## config.mk

```make
export PLATFORM = sky130hd
export DESIGN_NAME = utxro_top
export DESIGN_NICKNAME = d
export VERILOG_FILES = /design/src/rtl/utxro_pkg.sv /design/src/rtl/utxro_sync.sv /design/src/rtl/utxro_top.sv
export SDC_FILE = /design/constraint.sdc
export NUM_CORES = 1
export LEC_CHECK = 0
export CAP_MARGIN = 20
export CORE_UTILIZATION = 30
export DETAILED_ROUTE_END_ITERATION = 16
export DONT_BUFFER_PORTS = 1
export GPL_ROUTABILITY_DRIVEN = 1
export GPL_TIMING_DRIVEN = 0
export PLACE_DENSITY_LB_ADDON = 0.3
export SLEW_MARGIN = 10
export SYNTH_ARGS = -nofsm -noshare
export SYNTH_HDL_FRONTEND = slang
export SYNTH_SLANG_ARGS = --single-unit
```

## constraint.sdc

```tcl
create_clock -name ref_clk -period 2 [get_ports ref_clk]
set_clock_uncertainty 0.2 [all_clocks]
set_input_delay 0.1 -clock ref_clk [delete_from_list [all_inputs] [get_ports ref_clk]]
set_output_delay 0.1 -clock ref_clk [all_outputs]
set_load 0.02 [all_outputs]
```

## src/rtl/utxro_pkg.sv

```systemverilog
// constants shared by the serial block and its routing logic
package utxro_pkg;
  // register indices; byte address is four times the index
  localparam logic [7:0] OFS_ROUT [8] = '{8'h22, 8'h26, 8'h2A, 8'h2E,
                                          8'h32, 8'h36, 8'h3A, 8'h3E};
  localparam logic [7:0] OFS_FUNC = 8'h30;
  localparam logic [7:0] OFS_TXDATA = 8'h31;
  localparam logic [7:0] OFS_RXDATA = 8'h33;
  localparam logic [7:0] OFS_CTRL = 8'h35;
  // function register fields
  localparam int FN_MODE1 = 4;
  localparam int FN_MODE0 = 3;
  localparam logic [2:0] FN_UART = 3'h5;
  // output routing fields
  localparam int RT_AUX_EN = 5;
  localparam int RT_AUX_HI = 4;
  localparam int RT_AUX_LO = 3;
  localparam int RT_OUT_EN = 2;
  // control/status fields
  localparam int CS_ENABLE = 0;
  localparam int CS_PAR_EN = 1;
  localparam int CS_PAR_ODD = 2;
  localparam int CS_EMPTY_FULL = 3;
  localparam int CS_DONE_PERR = 4;
  localparam int CS_FRAME = 5;
  localparam int CS_OVERRUN = 6;
  localparam int CS_IRQ_EN = 7;
  localparam logic [7:0] RST_BYTE = 8'h00;
  // last baud tick index of a bit (eight ticks per bit) and the start-bit midpoint
  localparam logic [2:0] TICKS_LAST = 3'h7;
  localparam logic [2:0] TICKS_MID = 3'h3;
endpackage : utxro_pkg

```

## src/rtl/utxro_sync.sv

```systemverilog
// three-stage synchroniser with debounced level and rising-edge pulse
`timescale 1ns/1ps
module utxro_sync #(
  parameter logic INIT = 1'b1
) (
  input wire logic ref_clk,
  input wire logic nrst,
  input wire logic async_in,
  output logic level,
  output logic rise
);
  logic ff1_reg, ff2_reg, ff3_reg, lvl_reg;
  always_ff @(posedge ref_clk) begin
    if (!nrst) begin
      ff1_reg <= INIT;
      ff2_reg <= INIT;
      ff3_reg <= INIT;
    end else begin
      ff1_reg <= async_in;
      ff2_reg <= ff1_reg;
      ff3_reg <= ff2_reg;
    end
  end
  // accept a change only once stages two and three agree
  always_ff @(posedge ref_clk) begin
    if (!nrst) begin
      lvl_reg <= INIT;
    end else if (ff2_reg == ff3_reg) begin
      lvl_reg <= ff3_reg;
    end
  end
  assign level = lvl_reg;
  assign rise = (ff2_reg == ff3_reg) && ff3_reg && !lvl_reg;
endmodule : utxro_sync

```

## src/rtl/utxro_top.sv

```systemverilog
// serial transmitter/receiver block with global output routing
// What this block does
// [RULE_01] aux select picks global line per block
// [RULE_02] out enable gates primary output
// [RULE_03] out select picks global output line
// [RULE_04] primary output feeds next block clock
// [RULE_05] receiver runs on eight-times baud clock
// [RULE_06] receive interrupt on holding full
// [RULE_07] status read clears all but full
// [RULE_08] data read clears receive full
// [RULE_09] software must read received byte
// [RULE_10] missing stop flags framing error
// [RULE_11] eight data bits with start, stop
// [RULE_12] empty shifter loads waiting held byte
// [RULE_13] holding register gives one-byte buffer
// [RULE_14] control holds parity, shows completion
// [RULE_15] transmitter runs on eight-times baud clock
// [RULE_16] transmit ignores data input
// [RULE_17] serial stream on primary output
// [RULE_18] interrupt on empty or complete
// [RULE_19] complete only after stop bit leaves
// [RULE_20] software primes holding register first
// [RULE_21] status read keeps holding empty flag
// [RULE_22] interrupt does not clear status
// [RULE_23] idle line held high
//
// Decided for this implementation: register access over APB.
`timescale 1ns/1ps
module utxro_top
  import utxro_pkg::*;
#(
  parameter int BLK_NUM = 4
) (
  input wire logic ref_clk,
  input wire logic nrst,
  input wire logic psel,
  input wire logic penable,
  input wire logic pwrite,
  input wire logic [7:0] paddr,
  input wire logic [31:0] pwdata,
  output logic [31:0] prdata,
  output logic pready,
  output logic pslverr,
  input wire logic baud_clk_in,
  input wire logic rx_data_in,
  input wire logic [7:0] blk_prim_in,
  input wire logic [7:0] blk_aux_in,
  input wire logic [7:0] glob_in,
  output logic [7:0] glob_out,
  output logic [7:0] aux_in_sel,
  output logic next_blk_clk,
  output logic block_irq
);
  typedef enum logic [2:0] {
    TX_IDLE = 3'b000, TX_START = 3'b001, TX_DATA = 3'b010,
    TX_PAR = 3'b011, TX_STOP = 3'b100
  } utxro_tx_t;
  typedef enum logic [2:0] {
    RX_IDLE = 3'b000, RX_START = 3'b001, RX_DATA = 3'b010,
    RX_PAR = 3'b011, RX_STOP = 3'b100
  } utxro_rx_t;

  logic [7:0] rout_reg [8];
  logic [7:0] func_reg, ctrl_reg, hold_reg, shift_reg, rxbuf_reg, rxsh_reg;
  logic [31:0] prdata_reg;
  logic hold_full_reg, st_empty_reg, st_done_reg, tx_line_reg;
  logic rx_full_reg, st_perr_reg, st_frame_reg, st_ovr_reg;
  logic [2:0] tx_tick_reg, tx_bit_reg, rx_tick_reg, rx_bit_reg;
  utxro_tx_t tx_state;
  utxro_rx_t rx_state;
  logic baud_tick, rx_line, prim_out, run, tx_mode, par_bit;
  logic wr_acc, rd_acc, hit, tx_wr, rx_rd, cs_rd, tx_load, tx_done, rx_done;
  logic tx_bit_end, rx_smp, rx_perr_now;

  function automatic logic [5:0] idx_of(input logic [7:0] ofs);
    return ofs[5:0];
  endfunction : idx_of

  function automatic logic is_reg(input logic [7:0] a, input logic [7:0] ofs);
    return (a[1:0] == 2'h0) && (a[7:2] == idx_of(ofs));
  endfunction : is_reg

  // [RULE_05] baud clock arrives from the input multiplexer
  utxro_sync #(.INIT(1'b0)) u_baud (
    .ref_clk(ref_clk), .nrst(nrst), .async_in(baud_clk_in),
    .level(), .rise(baud_tick)
  );
  utxro_sync #(.INIT(1'b1)) u_rxd (
    .ref_clk(ref_clk), .nrst(nrst), .async_in(rx_data_in),
    .level(rx_line), .rise()
  );

  assign run = ctrl_reg[CS_ENABLE] && (func_reg[2:0] == FN_UART);
  assign tx_mode = func_reg[FN_MODE0];

  // zero-wait slave; read data is captured in the setup cycle
  assign pready = 1'b1;
  assign wr_acc = psel && penable && pwrite;
  assign rd_acc = psel && penable && !pwrite;
  always_comb begin
    hit = is_reg(paddr, OFS_FUNC) || is_reg(paddr, OFS_TXDATA) ||
          is_reg(paddr, OFS_RXDATA) || is_reg(paddr, OFS_CTRL);
    for (int b = 0; b < 8; b++) begin
      hit = hit || is_reg(paddr, OFS_ROUT[b]);
    end
  end
  assign pslverr = psel && penable && !hit;
  assign prdata = prdata_reg;
  assign tx_wr = wr_acc && is_reg(paddr, OFS_TXDATA);
  assign rx_rd = rd_acc && is_reg(paddr, OFS_RXDATA);
  assign cs_rd = rd_acc && is_reg(paddr, OFS_CTRL);

  always_ff @(posedge ref_clk) begin
    if (!nrst) begin
      prdata_reg <= 32'h00000000;
    end else if (psel && !penable && !pwrite) begin
      prdata_reg <= 32'h00000000;
      for (int b = 0; b < 8; b++) begin
        if (is_reg(paddr, OFS_ROUT[b])) prdata_reg[7:0] <= rout_reg[b];
      end
      if (is_reg(paddr, OFS_FUNC)) prdata_reg[7:0] <= func_reg;
      if (is_reg(paddr, OFS_RXDATA)) prdata_reg[7:0] <= rxbuf_reg;
      if (is_reg(paddr, OFS_CTRL)) begin
        prdata_reg[7:0] <= {ctrl_reg[CS_IRQ_EN], 
          tx_mode ? 1'b0 : st_ovr_reg, tx_mode ? 1'b0 : st_frame_reg,
          tx_mode ? st_done_reg : st_perr_reg,
          tx_mode ? st_empty_reg : rx_full_reg, ctrl_reg[2:0]};
      end
    end
  end

  always_ff @(posedge ref_clk) begin
    if (!nrst) begin
      for (int b = 0; b < 8; b++) rout_reg[b] <= RST_BYTE;
      func_reg <= RST_BYTE;
      ctrl_reg <= RST_BYTE;
    end else if (wr_acc) begin
      for (int b = 0; b < 8; b++) begin
        if (is_reg(paddr, OFS_ROUT[b])) rout_reg[b] <= {2'h0, pwdata[5:0]};
      end
      if (is_reg(paddr, OFS_FUNC)) func_reg <= {2'h0, pwdata[5:0]};
      // [RULE_14] parity enable and type
      if (is_reg(paddr, OFS_CTRL)) begin
        ctrl_reg <= {pwdata[7], 4'h0, pwdata[2:0]};
      end
    end
  end

  // [RULE_13] one-byte holding buffer ahead of the shifter
  always_ff @(posedge ref_clk) begin
    if (!nrst) begin
      hold_reg <= RST_BYTE;
      hold_full_reg <= 1'b0;
    end else if (tx_wr) begin
      hold_reg <= pwdata[7:0];
      hold_full_reg <= 1'b1;
    end else if (tx_load) begin
      hold_full_reg <= 1'b0;
    end
  end

  // [RULE_12] load the shifter when it is empty; a write wins one cycle
  assign tx_load = run && tx_mode && tx_state == TX_IDLE && hold_full_reg && !tx_wr;
  assign tx_bit_end = baud_tick && tx_tick_reg == TICKS_LAST;
  assign par_bit = (^shift_reg) ^ ctrl_reg[CS_PAR_ODD];
  assign tx_done = tx_state == TX_STOP && tx_bit_end;

  // [RULE_15] eight baud ticks per transmitted bit
  always_ff @(posedge ref_clk) begin
    if (!nrst || tx_state == TX_IDLE) begin
      tx_tick_reg <= 3'h0;
    end else if (baud_tick) begin
      tx_tick_reg <= tx_tick_reg + 3'h1;
    end
  end

  // [RULE_11] start, eight data bits, optional parity, stop
  always_ff @(posedge ref_clk) begin
    if (!nrst) begin
      tx_state <= TX_IDLE;
      shift_reg <= RST_BYTE;
      tx_bit_reg <= 3'h0;
    end else begin
      case (tx_state)
        TX_IDLE: begin
          if (tx_load) begin
            shift_reg <= hold_reg;
            tx_state <= TX_START;
          end
        end
        TX_START: begin
          if (tx_bit_end) begin
            tx_bit_reg <= 3'h0;
            tx_state <= TX_DATA;
          end
        end
        TX_DATA: begin
          if (tx_bit_end && tx_bit_reg == 3'h7) begin
            tx_state <= ctrl_reg[CS_PAR_EN] ? TX_PAR : TX_STOP;
          end else if (tx_bit_end) begin
            tx_bit_reg <= tx_bit_reg + 3'h1;
          end
        end
        TX_PAR: begin
          if (tx_bit_end) tx_state <= TX_STOP;
        end
        TX_STOP: begin
          if (tx_bit_end) tx_state <= TX_IDLE;
        end
        default: tx_state <= TX_IDLE;
      endcase
    end
  end

  // [RULE_23] line idles at mark; lsb first in data bits
  always_ff @(posedge ref_clk) begin
    if (!nrst) begin
      tx_line_reg <= 1'b1;
    end else begin
      case (tx_state)
        TX_START: tx_line_reg <= 1'b0;
        TX_DATA: tx_line_reg <= shift_reg[tx_bit_reg];
        TX_PAR: tx_line_reg <= par_bit;
        default: tx_line_reg <= 1'b1;
      endcase
    end
  end

  // [RULE_21] holding empty set on transfer, cleared only by a data write
  always_ff @(posedge ref_clk) begin
    if (!nrst) begin
      st_empty_reg <= 1'b0;
    end else if (tx_load) begin
      st_empty_reg <= 1'b1;
    end else if (tx_wr) begin
      st_empty_reg <= 1'b0;
    end
  end

  // [RULE_19] complete set as the stop bit ends; a status read clears it
  always_ff @(posedge ref_clk) begin
    if (!nrst) begin
      st_done_reg <= 1'b0;
    end else if (tx_done) begin
      st_done_reg <= 1'b1;
    end else if (cs_rd && tx_mode) begin
      st_done_reg <= 1'b0;
    end
  end

  // [RULE_16] data input only observed in receive mode
  assign rx_smp = baud_tick &&
    (rx_tick_reg == (rx_state == RX_START ? TICKS_MID : TICKS_LAST));
  assign rx_done = rx_state == RX_STOP && rx_smp;
  assign rx_perr_now = rx_state == RX_PAR && rx_smp &&
    (rx_line != ((^rxsh_reg) ^ ctrl_reg[CS_PAR_ODD]));

  always_ff @(posedge ref_clk) begin
    if (!nrst || rx_state == RX_IDLE || rx_smp) begin
      rx_tick_reg <= 3'h0;
    end else if (baud_tick) begin
      rx_tick_reg <= rx_tick_reg + 3'h1;
    end
  end

  always_ff @(posedge ref_clk) begin
    if (!nrst) begin
      rx_state <= RX_IDLE;
      rxsh_reg <= RST_BYTE;
      rx_bit_reg <= 3'h0;
    end else begin
      case (rx_state)
        RX_IDLE: begin
          if (run && !tx_mode && !rx_line) rx_state <= RX_START;
        end
        RX_START: begin
          if (rx_smp) begin
            rx_bit_reg <= 3'h0;
            rx_state <= rx_line ? RX_IDLE : RX_DATA;
          end
        end
        RX_DATA: begin
          if (rx_smp) begin
            rxsh_reg <= {rx_line, rxsh_reg[7:1]};
            rx_bit_reg <= rx_bit_reg + 3'h1;
            if (rx_bit_reg == 3'h7) begin
              rx_state <= ctrl_reg[CS_PAR_EN] ? RX_PAR : RX_STOP;
            end
          end
        end
        RX_PAR: begin
          if (rx_smp) rx_state <= RX_STOP;
        end
        RX_STOP: begin
          // [RULE_10] a low stop bit is taken as the next start bit
          if (rx_smp) begin
            rx_bit_reg <= 3'h0;
            rx_state <= rx_line ? RX_IDLE : RX_DATA;
          end
        end
        default: rx_state <= RX_IDLE;
      endcase
    end
  end

  // [RULE_08] full set by a new byte, cleared by reading it; set wins
  always_ff @(posedge ref_clk) begin
    if (!nrst) begin
      rxbuf_reg <= RST_BYTE;
      rx_full_reg <= 1'b0;
    end else if (rx_done) begin
      rxbuf_reg <= rxsh_reg;
      rx_full_reg <= 1'b1;
    end else if (rx_rd) begin
      rx_full_reg <= 1'b0;
    end
  end

  // [RULE_07] status read clears error bits, receive full untouched
  always_ff @(posedge ref_clk) begin
    if (!nrst) begin
      st_perr_reg <= 1'b0;
      st_frame_reg <= 1'b0;
      st_ovr_reg <= 1'b0;
    end else begin
      st_perr_reg <= rx_perr_now || (st_perr_reg && !(cs_rd && !tx_mode));
      st_frame_reg <= (rx_done && !rx_line) ||
                      (st_frame_reg && !(cs_rd && !tx_mode));
      st_ovr_reg <= (rx_done && rx_full_reg && !rx_rd) ||
                    (st_ovr_reg && !(cs_rd && !tx_mode));
    end
  end

  // [RULE_18] source picked by the upper mode bit
  // [RULE_06] receive side interrupts on holding full
  // [RULE_22] status persists; only reads or writes clear it
  assign block_irq = ctrl_reg[CS_IRQ_EN] && run && (tx_mode ?
    (func_reg[FN_MODE1] ? st_done_reg : st_empty_reg) : rx_full_reg);

  // [RULE_17] transmit stream is the primary output; receive has none
  assign prim_out = run && tx_mode && tx_line_reg;
  // [RULE_04] primary output offered as the next block's clock
  assign next_blk_clk = prim_out;

  // [RULE_01] aux input choice for the upper four blocks
  // [RULE_02] out enable gates each primary
  // [RULE_03] out select steers within the block's group of four
  always_comb begin
    logic p, a;
    logic [2:0] base;
    p = 1'b0;
    a = 1'b0;
    base = 3'h0;
    glob_out = 8'h00;
    aux_in_sel = 8'h00;
    for (int b = 0; b < 8; b++) begin
      p = (b == BLK_NUM) ? prim_out : blk_prim_in[b];
      a = (b == BLK_NUM) ? 1'b0 : blk_aux_in[b];
      base = (b < 4) ? 3'h0 : 3'h4;
      if (rout_reg[b][RT_OUT_EN] && p) begin
        glob_out[base + {1'b0, rout_reg[b][1:0]}] = 1'b1;
      end
      if (rout_reg[b][RT_AUX_EN] && a) begin
        glob_out[base + {1'b0, rout_reg[b][RT_AUX_HI:RT_AUX_LO]}] = 1'b1;
      end
      if (b >= 4) begin
        aux_in_sel[b] = glob_in[base + {1'b0, rout_reg[b][RT_AUX_HI:RT_AUX_LO]}];
      end
    end
  end
endmodule : utxro_top

```

==> results.json <==
{
  "drc": 0,
  "seq_area_frac_synth": 0.4448,
  "holdWs_ns": 0.004060,
  "grt_max_degree": 18,
  "vdd_drop_max_uv": 507.1,
  "internal_power_mw": 5.435,
  "max_stage_delay_ns": 0.54,
  "vias_per_cell": 5.153,
  "critPathCaptureType": "output port",
  "yosys-top-cells-area": "dfxtp_1 24%, edfxtp_1 21%, nor2_1 6.6%, mux2i_1 6.4%, mux4_2 3.5%",
  "cts_buffers": 17,
  "grtUsageTotal": 0.1746,
  "p_sw_mw": 1.679,
  "seqPwrFrac": 0.416,
  "worstSetupPathType": "reg2out",
  "p_leak_nw": 3.296,
  "cp_num_buf_inv": 0,
  "clk_pin_slew_ns": 0.06,
  "htree_levels": 4,
  "fin_nets": 915,
  "cts_buffer_depth": 2,
  "cpMaxStageDelayCell": "or4_4",
  "status": "complete, but fails checks",
  "power_frac_comb": 0.082,
  "area_delta_synth_final_pct": 20.76,
  "rsz0062_at_grt": "yes",
  "grt_pass1_wl_um": 31640,
  "antenna_found_initial": 1,
  "slew_headroom": 0.4415,
  "p_sw_frac": 0.2360,
  "drive_gt1_frac": 0.1378,
  "vias": 5993,
  "wl_um": 20550,
  "largest_reg_flops": 48,
  "fp.dieH_um": 155.0,
  "ys.flop_type": "dfxtp_1",
  "clock_sinks": 132,
  "path_max_fanout": 4,
  "fin_ws_ns": -0.3470,
  "synth_top_area_share": 0.2395,
  "yosys.cell_count.top_type": "nor2_1",
  "setup_viol": 4,
  "place_ws_ns": -0.7670,
  "rows": 55,
  "start_util": 0.3082,
  "fin_crit_sh": 1.173,
  "reg2regPathDepth": 4,
  "synth_area_mm2": 0.007020,
  "drt_iter0_drc": 616,
  "clock_latency_ns": 0.42,
  "timing.rr.start": "rout_reg[0][20]",
  "synth-edff-count": 48,
  "drtAntennaViolNets": 0,
  "path_cells": "and4b_2, and3_4, and2_4, nor3b_1, or4_4",
  "grt_overflow_total": 0,
  "first_pass_iters": 5,
  "yosysWarnings": 0,
  "hp-start": "pwdata[3]",
  "worst_slew_pin_slew_ns": 0.8301,
  "maxCapViolCount": 0,
  "start_kind": "flop",
  "cts_tree": "done",
  "gp_congestion": 0.9161,
  "power_density_mw_per_mm2": 839.1,
  "pwr-share-clk": 0.502,
  "yosys-top-cells-count": "124 x nor2_1, 84 x dfxtp_1, 59 x nand2_1",
  "netlist_instances": 775,
  "ys_ff_latch": 132,
  "violations": "negative setup slack",
  "numPortBuffers": 0,
  "nFillCells": 2305,
  "syn_avg_cell_area_um2": 9.059,
  "wl_per_cell_um": 17.67,
  "synth_async_sr_flop_share": 0,
  "fin_util": 0.3722,
  "crit_family": "simple AND/OR/NAND/NOR gates",
  "min_period_ns": 2.347,
  "crit_cells": 5,
  "critPathRequiredTime_ns": 1.70,
  "io_pins": 123,
  "r2r-end": "prdata[2]",
  "max_freq_mhz": 426.1,
  "cts_root_buf": "clkbuf_16",
  "slew_viol_final": 0,
  "hold_path_depth": 2,
  "hp-class": "in2reg",
  "coreArea_mm2": 0.02278,
  "grt_pass1_vias": 5548,
  "synth_cell_type_count": 64,
  "arrival_ns": 2.05,
  "dp_hpwl_um": 14850,
  "die_area_mm2": 0.02402,
  "r2r_setup_slack_ns": 0.01,
  "yosys.area.top_type": "dfxtp_1",
  "fp.dieW_um": 155.0,
  "hold_viol_final": 0,
  "worstHoldEndpoint": "hold_reg[3]"
}
worst max-delay path by stage:
| stage | from | to | slack (ns) |
|---|---|---|---|
| after floorplan | paddr[5] | rout_reg[0][36] | 0.03 |
| after global placement | paddr[5] | rout_reg[0][41] | -0.76 |
| after detailed placement | paddr[5] | rout_reg[0][41] | -0.77 |
| after CTS | func_reg[1] | glob_out[4] | -0.37 |
| after global routing | func_reg[1] | glob_out[4] | -0.39 |
| final | func_reg[1] | glob_out[4] | -0.35 |
placed cells by master, fill, tap and decap left out, types with 7 or more instances in the layout:
master         count
nor3_1            27
dlygate4sd3_1     15
edfxtp_1          48
o22ai_1           12
nand3_1           28
dfxtp_1           82
ha_1               8
mux4_2            11
a21oi_1           43
inv_1             27
xnor2_1           19
clkbuf_1          19
o32ai_1            7
conb_1            29
nand4_1            9
nand2b_1          11
mux2i_1           45
nand2_1           58
a211oi_1           7
o21ai_0           27
clkbuf_16         17
buf_4             36
nor2_1           123
kinds of logic (layout without fill, tap and decap cells):
group                    count (synthesis)  after routing  synth area share
AO/OA/AOI/OAI                          146            146            0.1319
XOR/XNOR                                22             22           0.02745
adder cells (fa/ha/maj)                  8              8           0.01426
buffers and inverters                   95            142           0.06790
flip-flops                             132            132            0.4448
multiplexers                            56             56           0.09945
other                                    2             30          0.001070
AND/OR/NAND/NOR                        314            314            0.2132
worst register-to-register path, stage by stage (launching register included):
cell	delay, ns
edfxtp_1	0.46
mux4_2	0.52
and2_1	0.20
a211oi_1	0.34
o21ai_0	0.14
cell type report:
class,count,area [µm²],share of cell area
timing repair buffer,21,195.2,0.02302
inverter,27,101.3,0.01195
clock inverter,13,227.7,0.02686
tap,313,391.6,0.04619
antenna,1,2.502,0.0002952
sequential,132,3126,0.3687
buffer,62,366.6,0.04324
clock buffer,19,442.9,0.05224
multi-input combinational,575,3625,0.4275
routing by layer:
| layer | share of wire | global-route usage | wire length (µm) |
|---|---|---|---|
| met1 | 0.46 | 0.2398 | 9421 |
| met2 | 0.45 | 0.2688 | 9161 |
| met3 | 0.078 | 0.04457 | 1603 |
| met4 | 0.018 | 0.05139 | 365 |
| met5 | 0 | 0 | 0 |
power by group through the flow:
| stage | logic, mW | registers, mW | clock network, mW |
|---|---|---|---|
| 2_1_floorplan | 0.428 | 2.97 | 0 |
| 3_3_place_gp | 0.542 | 3.00 | 0 |
| 3_5_place_dp | 0.544 | 3.00 | 0 |
| 4_1_cts | 0.582 | 2.95 | 3.61 |
| 5_1_grt | 0.629 | 2.97 | 3.74 |
| 6_report | 0.585 | 2.96 | 3.57 |
timing repair:
action / CTS / global route
setup buffers: 3 / 3
pin swaps: 4 / 6
hold endpoints to repair: 38 / 0
setup endpoints to repair: 67 / 48
resized for setup: 19 / 21
hold buffers: 15 / 0
per-stage QoR:
step | TNS [ns] | total power, mW | cells | instance area (µm²)
4_1_cts | -1.035 | 7.142 | 1163 | 8398
3_5_place_dp | -35.62 | 3.546 | 1115 | 7520
6_report | -0.7328 | 7.114 | 1163 | 8478
5_1_grt | -0.9644 | 7.336 | 1163 | 8478
3_3_place_gp | -33.91 | 3.544 | 1115 | 7520
2_1_floorplan | 0 | 3.396 | 802 | 7128
Note: power is estimated with default switching activity, not from simulation.
